## src/fdrc_pkg.sv

```systemverilog
// Constants and types shared by the DDR read command logic
package fdrc_pkg;

  // Command codes
  localparam logic [7:0] OP_SINGLE_DDR    = 8'h0d;
  localparam logic [7:0] OP_SINGLE_DDR_4B = 8'h0e;
  localparam logic [7:0] OP_DUAL_DDR      = 8'hbd;
  localparam logic [7:0] OP_DUAL_DDR_4B   = 8'hbe;

  // Upper nibble of the mode byte that keeps continuous read
  localparam logic [3:0] CONT_MODE_NIBBLE = 4'ha;

  // Default dummy clocks, used when the configured count is zero
  localparam logic [3:0] DUMMY_SINGLE_DEF = 4'h8;
  localparam logic [3:0] DUMMY_QUAD_DEF   = 4'h6;
  localparam logic [3:0] DUMMY_DUAL_DEF   = 4'h4;

  // Opcode length in serial clocks
  localparam logic [6:0] OPCODE_CLOCKS_SERIAL = 7'h08;
  localparam logic [6:0] OPCODE_CLOCKS_QUAD   = 7'h02;

  // Address lengths in bits
  localparam logic [6:0] ADDR_BITS_3B = 7'h18;
  localparam logic [6:0] ADDR_BITS_4B = 7'h20;

  // Edges taken by the upper mode nibble on the dual lines
  localparam logic [6:0] MODE_EDGES_DUAL = 7'h02;

  // Byte shown on the lines when the array has not answered in time
  localparam logic [7:0] UNDERRUN_BYTE = 8'hff;

  typedef enum logic [1:0] {LANE1, LANE2, LANE4} fdrc_lane_type;

  typedef enum {
    ST_IDLE,
    ST_OPCODE,
    ST_ADDR,
    ST_DUMMY,
    ST_DATA,
    ST_IGNORE
  } fdrc_state_type;

endpackage

```

## src/fdrc_top.sv

```systemverilog
// DDR read command logic of a serial flash: decode, address, stream
// Operation
// - Single line: one bit per clock edge
// - Any start address, increment per byte out
// - Past highest address wrap to zero
// - 0Dh uses address flag, 0Eh four bytes
// - Opcode, DDR address, dummy, DDR data out
// - Chip enable high ends read, stops output
// - Single line read rejected while writing
// - Quad opcode mode: opcode in two clocks
// - Quad opcode mode: four lines, six dummies default
// - No continuous read in quad opcode mode
// - Quad opcode read rejected while writing
// - Dual line: two bits per clock edge
// - BDh uses address flag, BEh four bytes
// - Dual: opcode serial, four dummy clocks default
// - Mode nibble A enters continuous read
// - Other mode nibble leaves continuous read
// - Dual line read rejected while writing
// - Dummy count follows read parameter setting
// - Write in progress shows running operation
`timescale 1ns/1ps
module fdrc_top
  import fdrc_pkg::*;
#(
  parameter int ADDR_WIDTH = 24,
  parameter int BUF_DEPTH  = 2
) (
  // Clock and reset
  input  wire logic                  clk,
  input  wire logic                  resetn,
  // Flash pins, asynchronous to clk
  input  wire logic                  chipEnableN,
  input  wire logic                  serialClock,
  input  wire logic [3:0]            ioIn,
  output logic      [3:0]            ioOut,
  output logic      [3:0]            ioOe,
  // Configuration
  input  wire logic                  four_byte_address_flag,
  input  wire logic                  quad_opcode_mode,
  input  wire logic [3:0]            dummySingle,
  input  wire logic [3:0]            dummyQuad,
  input  wire logic [3:0]            dummyDual,
  // Internal operations that make the device busy
  input  wire logic                  programActive,
  input  wire logic                  eraseActive,
  input  wire logic                  statusWriteActive,
  // Status
  output logic                       write_in_progress,
  output logic                       continuous_read_mode,
  output logic                       readActive,
  output logic                       commandRejected,
  // Array read port
  output logic                       memReqValid,
  input  wire logic                  memReqReady,
  output logic      [ADDR_WIDTH-1:0] memReqAddr,
  input  wire logic                  memRspValid,
  output logic                       memRspReady,
  input  wire logic [7:0]            memRspData
);

  fdrc_state_type state_q;
  fdrc_lane_type  lane_q;
  logic [1:0]            ceSync_q;
  logic [1:0]            sckSync_q;
  logic [3:0]            ioSync1_q;
  logic [3:0]            ioSync2_q;
  logic                  sckPrev_q;
  logic [6:0]            cnt_q;
  logic [31:0]           shiftIn_q;
  logic [7:0]            shiftOut_q;
  logic [6:0]            addrBits_q;
  logic [3:0]            dummy_q;
  logic                  dual_q;
  logic [3:0]            modeNibble_q;
  logic                  contMode_q;
  logic                  contAddr4_q;
  logic [ADDR_WIDTH-1:0] fetchAddr_q;
  logic [1:0]            credit_q;
  logic                  wip_q;
  logic                  reject_q;
  logic [3:0]            ioOut_q;
  logic [3:0]            ioOe_q;

  logic        ceHigh;
  logic        sckRise;
  logic        sckEdge;
  logic [31:0] shiftNext;
  logic [7:0]  opcodeNext;
  logic        bufValid;
  logic [7:0]  bufData;
  logic        bufPop;
  logic        bufPush;
  logic        flush;
  logic        byteDone;
  logic        dummyDone;
  logic        addrDone;
  logic        reqFire;

  function automatic logic [6:0] bitsPerEdge(input fdrc_lane_type l);
    case (l)
      LANE2:   bitsPerEdge = 7'h02;
      LANE4:   bitsPerEdge = 7'h04;
      default: bitsPerEdge = 7'h01;
    endcase
  endfunction

  // Shift sampled lanes in, first bit received lands highest
  function automatic logic [31:0] shiftLanes(input logic [31:0] sh,
                                             input logic [3:0] io,
                                             input fdrc_lane_type l);
    case (l)
      LANE2:   shiftLanes = {sh[29:0], io[1:0]};
      LANE4:   shiftLanes = {sh[27:0], io};
      default: shiftLanes = {sh[30:0], io[0]};
    endcase
  endfunction

  // Serial output leaves on IO1; dual uses IO0 and IO1, quad all four lines
  function automatic logic [3:0] laneDrive(input logic [7:0] b,
                                           input fdrc_lane_type l);
    case (l)
      LANE2:   laneDrive = {2'b00, b[7:6]};
      LANE4:   laneDrive = b[7:4];
      default: laneDrive = {2'b00, b[7], 1'b0};
    endcase
  endfunction

  function automatic logic [3:0] laneEnable(input fdrc_lane_type l);
    case (l)
      LANE2:   laneEnable = 4'h3;
      LANE4:   laneEnable = 4'hf;
      default: laneEnable = 4'h2;
    endcase
  endfunction

  function automatic logic [3:0] pickDummy(input logic [3:0] cfg,
                                           input logic [3:0] def);
    pickDummy = (cfg == 4'h0) ? def : cfg;
  endfunction

  function automatic logic [ADDR_WIDTH-1:0] incAddr(
    input logic [ADDR_WIDTH-1:0] a);
    incAddr = (a == '1) ? '0 : a + ADDR_WIDTH'(1);
  endfunction

  // Pin synchronisers; first stage feeds only the second
  always_ff @(posedge clk or negedge resetn)
  begin
    if (!resetn)
    begin
      ceSync_q  <= 2'b11;
      sckSync_q <= 2'b00;
      ioSync1_q <= 4'h0;
      ioSync2_q <= 4'h0;
      sckPrev_q <= 1'b0;
    end
    else
    begin
      ceSync_q  <= {ceSync_q[0], chipEnableN};
      sckSync_q <= {sckSync_q[0], serialClock};
      ioSync1_q <= ioIn;
      ioSync2_q <= ioSync1_q;
      sckPrev_q <= sckSync_q[1];
    end
  end

  assign ceHigh     = ceSync_q[1];
  assign sckRise    = sckSync_q[1] & ~sckPrev_q;
  assign sckEdge    = sckSync_q[1] ^ sckPrev_q;
  assign shiftNext  = shiftLanes(shiftIn_q, ioSync2_q, lane_q);
  assign opcodeNext = quad_opcode_mode ? {shiftIn_q[3:0], ioSync2_q}
                                       : {shiftIn_q[6:0], ioSync2_q[0]};
  assign addrDone   = (state_q == ST_ADDR) && sckEdge &&
                      (cnt_q == addrBits_q / bitsPerEdge(lane_q)
                                - 7'h01);
  assign dummyDone  = (state_q == ST_DUMMY) && sckEdge &&
                      (cnt_q == {2'b00, dummy_q, 1'b0} - 7'h01);
  assign byteDone   = (state_q == ST_DATA) && sckEdge &&
                      (cnt_q == 7'h08 / bitsPerEdge(lane_q) - 7'h01);
  assign bufPop     = (dummyDone || byteDone) && bufValid;
  assign flush      = ceHigh;

  // Busy flag: any program, erase or status write
  always_ff @(posedge clk or negedge resetn)
  begin
    if (!resetn)
      wip_q <= 1'b0;
    else
      wip_q <= programActive | eraseActive | statusWriteActive;
  end

  // Command sequencer
  always_ff @(posedge clk or negedge resetn)
  begin
    if (!resetn)
    begin
      state_q     <= ST_IDLE;
      lane_q      <= LANE1;
      cnt_q       <= 7'h00;
      shiftIn_q   <= 32'h0;
      addrBits_q  <= ADDR_BITS_3B;
      dummy_q     <= DUMMY_SINGLE_DEF;
      dual_q      <= 1'b0;
      reject_q    <= 1'b0;
    end
    else
    begin
      reject_q <= 1'b0;
      if (ceHigh)
      begin
        state_q   <= ST_IDLE;
        cnt_q     <= 7'h00;
        shiftIn_q <= 32'h0;
      end
      else
      begin
        case (state_q)
          ST_IDLE:
          begin
            cnt_q <= 7'h00;
            // Continuous read skips the opcode, address comes first
            if (contMode_q && wip_q)
            begin
              state_q  <= ST_IGNORE;
              reject_q <= 1'b1;
            end
            else if (contMode_q)
            begin
              state_q    <= ST_ADDR;
              lane_q     <= LANE2;
              dual_q     <= 1'b1;
              addrBits_q <= contAddr4_q ? ADDR_BITS_4B : ADDR_BITS_3B;
              dummy_q    <= pickDummy(dummyDual, DUMMY_DUAL_DEF);
            end
            else
            begin
              state_q <= ST_OPCODE;
              lane_q  <= quad_opcode_mode ? LANE4 : LANE1;
            end
          end
          ST_OPCODE:
          begin
            if (sckRise)
            begin
              shiftIn_q <= {24'h0, opcodeNext};
              cnt_q     <= cnt_q + 7'h01;
              if (cnt_q == (quad_opcode_mode ? OPCODE_CLOCKS_QUAD
                                             : OPCODE_CLOCKS_SERIAL)
                           - 7'h01)
              begin
                cnt_q     <= 7'h00;
                shiftIn_q <= 32'h0;
                state_q   <= ST_ADDR;
                addrBits_q <= (four_byte_address_flag ||
                               opcodeNext == OP_SINGLE_DDR_4B ||
                               opcodeNext == OP_DUAL_DDR_4B)
                              ? ADDR_BITS_4B : ADDR_BITS_3B;
                dual_q <= 1'b0;
                if (opcodeNext == OP_SINGLE_DDR ||
                    opcodeNext == OP_SINGLE_DDR_4B)
                begin
                  // Quad opcode mode keeps four lines for everything
                  lane_q  <= quad_opcode_mode ? LANE4 : LANE1;
                  dummy_q <= quad_opcode_mode
                             ? pickDummy(dummyQuad, DUMMY_QUAD_DEF)
                             : pickDummy(dummySingle, DUMMY_SINGLE_DEF);
                end
                else if (!quad_opcode_mode &&
                         (opcodeNext == OP_DUAL_DDR ||
                          opcodeNext == OP_DUAL_DDR_4B))
                begin
                  lane_q  <= LANE2;
                  dual_q  <= 1'b1;
                  dummy_q <= pickDummy(dummyDual, DUMMY_DUAL_DEF);
                end
                else
                  state_q <= ST_IGNORE;
                if (wip_q)
                begin
                  // Read refused; the write cycle is left untouched
                  state_q  <= ST_IGNORE;
                  reject_q <= 1'b1;
                end
              end
            end
          end
          ST_ADDR:
          begin
            // Address opens on a rise; the fall closing the opcode is idle
            if (sckRise || (sckEdge && cnt_q != 7'h00))
            begin
              shiftIn_q <= shiftNext;
              cnt_q     <= cnt_q + 7'h01;
              if (addrDone)
              begin
                cnt_q   <= 7'h00;
                state_q <= ST_DUMMY;
              end
            end
          end
          ST_DUMMY:
          begin
            if (sckEdge)
            begin
              cnt_q <= cnt_q + 7'h01;
              if (dummyDone)
              begin
                cnt_q   <= 7'h00;
                state_q <= ST_DATA;
              end
            end
          end
          ST_DATA:
          begin
            if (sckEdge)
            begin
              cnt_q <= byteDone ? 7'h00 : cnt_q + 7'h01;
            end
          end
          ST_IGNORE:
            cnt_q <= 7'h00;
          default:
            state_q <= ST_IDLE;
        endcase
      end
    end
  end

  // Mode byte and continuous read flag
  always_ff @(posedge clk or negedge resetn)
  begin
    if (!resetn)
    begin
      modeNibble_q <= 4'h0;
      contMode_q   <= 1'b0;
      contAddr4_q  <= 1'b0;
    end
    else
    begin
      // Upper nibble arrives on the first two dummy edges
      if (!ceHigh && state_q == ST_DUMMY && sckEdge && dual_q &&
          cnt_q < MODE_EDGES_DUAL)
        modeNibble_q <= {modeNibble_q[1:0], ioSync2_q[1:0]};
      if (!ceHigh && dummyDone)
      begin
        // Only the dual line read may stay in continuous read
        contMode_q  <= dual_q && (modeNibble_q == CONT_MODE_NIBBLE);
        contAddr4_q <= (addrBits_q == ADDR_BITS_4B);
      end
    end
  end

  // Fetch address and credit; bytes are prefetched in address order
  assign memReqValid = (state_q == ST_DUMMY || state_q == ST_DATA) &&
                       !ceHigh && (credit_q < 2'(BUF_DEPTH));
  assign memReqAddr  = fetchAddr_q;
  assign reqFire     = memReqValid & memReqReady;

  always_ff @(posedge clk or negedge resetn)
  begin
    if (!resetn)
    begin
      fetchAddr_q <= '0;
      credit_q    <= 2'b00;
    end
    else
    begin
      if (ceHigh)
        credit_q <= 2'b00;
      else
        credit_q <= credit_q + 2'(reqFire) - 2'(bufPop);
      if (addrDone)
        fetchAddr_q <= shiftNext[ADDR_WIDTH-1:0];
      else if (reqFire)
        fetchAddr_q <= incAddr(fetchAddr_q);
    end
  end

  // Output shifter; lines change on each clock edge of the data phase
  always_ff @(posedge clk or negedge resetn)
  begin
    if (!resetn)
    begin
      shiftOut_q <= 8'h00;
      ioOut_q    <= 4'h0;
      ioOe_q     <= 4'h0;
    end
    else if (ceHigh)
    begin
      ioOut_q <= 4'h0;
      ioOe_q  <= 4'h0;
    end
    else if (dummyDone || byteDone)
    begin
      // Late array data would stall nothing; the lines show a filler
      shiftOut_q <= bufValid ? bufData : UNDERRUN_BYTE;
      ioOut_q    <= laneDrive(bufValid ? bufData : UNDERRUN_BYTE,
                              lane_q);
      ioOe_q     <= laneEnable(lane_q);
    end
    else if (state_q == ST_DATA && sckEdge)
    begin
      shiftOut_q <= shiftOut_q << bitsPerEdge(lane_q);
      ioOut_q    <= laneDrive(shiftOut_q << bitsPerEdge(lane_q), lane_q);
    end
  end

  // Responses arriving outside a read are dropped
  assign bufPush = memRspValid &&
                   (state_q == ST_DUMMY || state_q == ST_DATA);

  fdrc_buf2 #(
    .WIDTH (8),
    .DEPTH (BUF_DEPTH)
  ) u_buf (
    .clk      (clk),
    .resetn   (resetn),
    .flush    (flush),
    .inValid  (bufPush),
    .inReady  (memRspReady),
    .inData   (memRspData),
    .outValid (bufValid),
    .outReady (bufPop),
    .outData  (bufData)
  );

  assign ioOut                = ioOut_q;
  assign ioOe                 = ioOe_q;
  assign write_in_progress    = wip_q;
  assign continuous_read_mode = contMode_q;
  assign readActive           = (state_q == ST_DATA);
  assign commandRejected      = reject_q;

endmodule

```

## src/fdrc_buf2.sv

```systemverilog
// Small flushable FIFO between array reads and the output shifter
`timescale 1ns/1ps
module fdrc_buf2 #(
  parameter int WIDTH = 8,
  parameter int DEPTH = 2
) (
  // Clock and reset
  input  wire logic             clk,
  input  wire logic             resetn,
  input  wire logic             flush,
  // Filling side
  input  wire logic             inValid,
  output logic                  inReady,
  input  wire logic [WIDTH-1:0] inData,
  // Draining side
  output logic                  outValid,
  input  wire logic             outReady,
  output logic      [WIDTH-1:0] outData
);

  localparam int PW = (DEPTH > 1) ? $clog2(DEPTH) : 1;

  logic [WIDTH-1:0] store_q [DEPTH];
  logic [PW-1:0]    wrPtr_q;
  logic [PW-1:0]    rdPtr_q;
  logic [PW:0]      count_q;
  logic             push;
  logic             pop;

  assign inReady  = (count_q != (PW+1)'(DEPTH));
  assign outValid = (count_q != '0);
  assign outData  = store_q[rdPtr_q];
  assign push     = inValid & inReady;
  assign pop      = outValid & outReady;

  function automatic logic [PW-1:0] nextPtr(input logic [PW-1:0] p);
    nextPtr = (p == PW'(DEPTH - 1)) ? '0 : p + PW'(1);
  endfunction

  always_ff @(posedge clk or negedge resetn)
  begin
    if (!resetn)
    begin
      wrPtr_q <= '0;
      rdPtr_q <= '0;
      count_q <= '0;
    end
    else if (flush)
    begin
      wrPtr_q <= '0;
      rdPtr_q <= '0;
      count_q <= '0;
    end
    else
    begin
      if (push)
        wrPtr_q <= nextPtr(wrPtr_q);
      if (pop)
        rdPtr_q <= nextPtr(rdPtr_q);
      if (push && !pop)
        count_q <= count_q + (PW+1)'(1);
      else if (pop && !push)
        count_q <= count_q - (PW+1)'(1);
    end
  end

  // Storage needs no reset; empty entries are never read out
  always_ff @(posedge clk)
  begin
    if (push)
      store_q[wrPtr_q] <= inData;
  end

endmodule

```

## config.mk

```make
export PLATFORM = sky130hd
export DESIGN_NAME = fdrc_top
export DESIGN_NICKNAME = d
export VERILOG_FILES = /design/src/fdrc_pkg.sv /design/src/fdrc_top.sv /design/src/fdrc_buf2.sv
export SDC_FILE = /design/constraint.sdc
export NUM_CORES = 1
export LEC_CHECK = 0
export BUFFER_PORTS_ARGS = -buffer_cell sky130_fd_sc_hd__buf_2
export CAP_MARGIN = 20
export CORE_UTILIZATION = 50
export CTS_CLUSTER_DIAMETER = 200
export CTS_CLUSTER_SIZE = 12
export DETAILED_ROUTE_END_ITERATION = 12
export PLACE_DENSITY_LB_ADDON = 0.15
export SETUP_SLACK_MARGIN = 0.4
export SLEW_MARGIN = 20
export SYNTH_ARGS = -nofsm -noshare
export SYNTH_HDL_FRONTEND = slang
export SYNTH_SLANG_ARGS = --single-unit
```

## constraint.sdc

```tcl
create_clock -name clk -period 31.3 [get_ports clk]
set_input_delay 1.565 -clock clk [delete_from_list [all_inputs] [get_ports clk]]
set_output_delay 1.565 -clock clk [all_outputs]
set_load 0.05 [all_outputs]
```

==> results.txt <==
Status = finished clean
Syn nets = 1009
Layout cells sized above 1 = 0.147
TritonRoute pass-1 iters = 5
Largest net degree at the start of global routing = 69
Yosys top cell by area = dfrtp_1
Async set-reset flop share out of synthesis = 0.871
Die H = 131 um
GR Util met3 = 0.0467
Register area share after synthesis = 0.381
Worst Tran Pin Value = 1.03 ns
CTS tree = done
Die ar. = 17300 um2
Final #Nets = 1047
Final min period = 13.98 ns
Post-synth top cells = dfrtp_1, nand2_1, nor2_1
Antenna-violating nets left = 0
First-pass GRT wire length = 35700 um
# DRC = 0
Min-delay worst type = flop to flop
Most numerous cell in the Yosys netlist = dfrtp_1
Critical path peak fanout = 56
Slew Viols, Final = 0
Ys Warns = 0
Cts hold-fix bufs = 0
Antenna cell count = 0
Via-to-Cell Ratio = 6.11
Fillers = 1501
RSZ-0062 raised after global routing = no
Core ar. = 16100 um2
Layout area overhead = 11.7%
Setup crit start kind = flop
CTS clock-pin slew for the worst setup and hold paths = 0.05 ns
Critical Path AT = 14.34 ns
Clock skew = 0.00682 ns
Post-synth cell types = 87
Global Route Usage Sum = 0.257
Cells after Synth = 945
Post-CTS setup buffers = 0
Dpl hpwl = 15000 um
Crit path max-delay cell type = a2111oi_0
Met2 global-route usage = 0.417
Area contributors post-synth = dfrtp_1, edfxtp_1, ha_1
IO Port Bufs = 72
Synth top area share = 0.311
I/O Pins = 73
Initial Util = 0.519
Post-DR wirelength/cell = 17.8 um
Worst slew margin = 0.316
#FFs+latches synth = 124
Initial drt markers = 526
FP Rows = 46
Root buffer cell = clkbuf_16
CP peak stage delay = 0.76 ns
Busiest layer in global routing = met2
Post-route setup TNS = 0 ns
Final setup vio count = 0
Worst EP required = 31.65 ns
DR vias = 7403
Maximum clock insertion buffer count = 2
Grt total ovfl = 0
Skew-Pair Late Insertion Delay = 0.42 ns
Prevailing post-synth register cell = dfrtp_1
Routability congestion estimate = 0.870
Clk sinks = 124
Initial antenna violation count = 0
EDFF count, synth = 16
Max-cap violations = 0
CP most frequent cell = ha_1
Post_cts resized = 0
Mean Syn Cell Area = 8.86 um2
Htree depth = 4
Hold Fails Final Rpt = 0
Vias in the first global route = 7053
Met1 Use GR = 0.334
Crit. End Element = flop
Routed wire length = 21500 um
F_max = 71.5 MHz
Setup CP Type = flop to flop
Cell Area, Synth = 8370 um2
CTS buffer count = 17
Tcrit/Tclk final = 0.447
Die W = 131 um
## path summary, 6_finish.rpt
| check | start | end | slack (ns) | cells after the start |
|---|---|---|---|---|
| setup reg to reg | lane_q[0]$_DFFE_PN0P_ | state_q[0]$_DFFE_PN0P_ | 17.32 | 50 |
| min in group asynchronous | resetn | u_buf.wrPtr_q$_DFFE_PN0P_ | 1.13 | 1 |
| hold reg to reg | ceSync_q[0]$_DFF_PN1_ | ceSync_q[1]$_DFF_PN1_ | 0.36 | 0 |
| setup / recovery | lane_q[0]$_DFFE_PN0P_ | state_q[0]$_DFFE_PN0P_ | 17.32 | 50 |
| hold / removal | ceSync_q[0]$_DFF_PN1_ | ceSync_q[1]$_DFF_PN1_ | 0.36 | 0 |
| max in group asynchronous | resetn | shiftIn_q[15]$_DFFE_PN0P_ | 28.89 | 2 |
## state kept, by name, indices dropped and copies added (netlist names), 3 cells and up
register / count
cnt_q: 7
dummy_q: 4
ioOe: 3
ioOut: 4
ioSync1_q: 4
ioSync2_q: 4
memReqAddr: 24
modeNibble_q: 4
shiftIn_q: 23
shiftOut_q: 8
state_q: 3
u_buf.store_q: 16
## final cells by class
class / count / area [um2] / share of cell area
multi-input combinational: 723 / 4790 / 0.513
tap: 216 / 270 / 0.0289
sequential: 124 / 3190 / 0.341
clock inverter: 13 / 103 / 0.0110
inverter: 37 / 139 / 0.0149
timing repair buffer: 80 / 423 / 0.0452
clock buffer: 19 / 433 / 0.0463
## layer usage
layer	vias up	part of all wire
met3	49	0.049
li1	3588	-
met2	235	0.47
met5	-	0
met4	0	0.031
met1	3531	0.45
## worst max-delay path, delay by kind of cell, from the launching register on
kind | cells | cell delay (ns)
AOI/OAI and AO/OA | 19 | 5.19
and+or+nand+nor | 10 | 3.07
adders and majority gates | 10 | 2.81
muxes | 3 | 1.20
buffers and inverters | 6 | 1.05
DFF | 1 | 0.37
xor gates and xnor gates | 2 | 0.25
## cells by family (layout without fill, tap and decap cells)
kind of cell,Yosys count,in the layout,share of synthesized area
XOR/XNOR,31,31,0.0324
AO/OA/AOI/OAI,288,288,0.244
buffers and inverters,98,149,0.0487
adder cells (fa/ha/maj),29,29,0.0443
multiplexers,41,41,0.0523
flip-flops,124,124,0.381
AND/OR/NAND/NOR,334,334,0.197
## cell usage in the layout (no fill, tap or decap), types with 5 or more instances in the layout
| cell type | netlist | routed |
|---|---|---|
| nand2_1 | 87 | 87 |
| xnor2_1 | 15 | 15 |
| o211ai_1 | 5 | 5 |
| nor3b_1 | 11 | 11 |
| mux2_2 | 9 | 9 |
| and3_1 | 12 | 12 |
| ha_1 | 28 | 27 |
| o21a_1 | 6 | 6 |
| a31oi_1 | 8 | 8 |
| a211o_1 | 8 | 8 |
| a21oi_1 | 49 | 49 |
| a211oi_1 | 10 | 10 |
| inv_1 | 36 | 36 |
| or4_1 | 5 | 5 |
| and2_1 | 6 | 6 |
| o21ai_0 | 67 | 67 |
| buf_2 | 2 | 71 |
| buf_4 | 4 | 9 |
| a21o_1 | 5 | 5 |
| nand4_1 | 9 | 9 |
| nor4_1 | 11 | 11 |
| or3_1 | 6 | 6 |
| mux2i_1 | 30 | 30 |
| nor2_1 | 84 | 84 |
| clkinvlp_4 | 0 | 5 |
| clkbuf_16 | 0 | 17 |
| xor2_1 | 16 | 16 |
| nor2b_1 | 18 | 18 |
| a22oi_1 | 10 | 10 |
| dfrtp_1 | 104 | 104 |
| nor3_1 | 30 | 29 |
| edfxtp_1 | 16 | 16 |
| a221o_1 | 22 | 22 |
| nand2b_1 | 11 | 11 |
| o31ai_1 | 32 | 31 |
| o22ai_1 | 16 | 16 |
| nand3_1 | 28 | 28 |
## metrics by stage
step	hold slack [ns]	setup slack, ns	std cells	util	area, um2
floorplan	0.331	19.51	945	-	8370
global placement	0.332	17.70	1180	0.547	8810
finish	0.355	17.32	1212	0.580	9350
global route	0.360	16.00	1212	0.580	9350
CTS	0.357	17.37	1212	0.580	9350
detailed placement	0.344	17.45	1180	0.547	8810
Power is not shown: default switching activity piles up to over one toggle a cycle in this logic, so the estimate is an artifact.
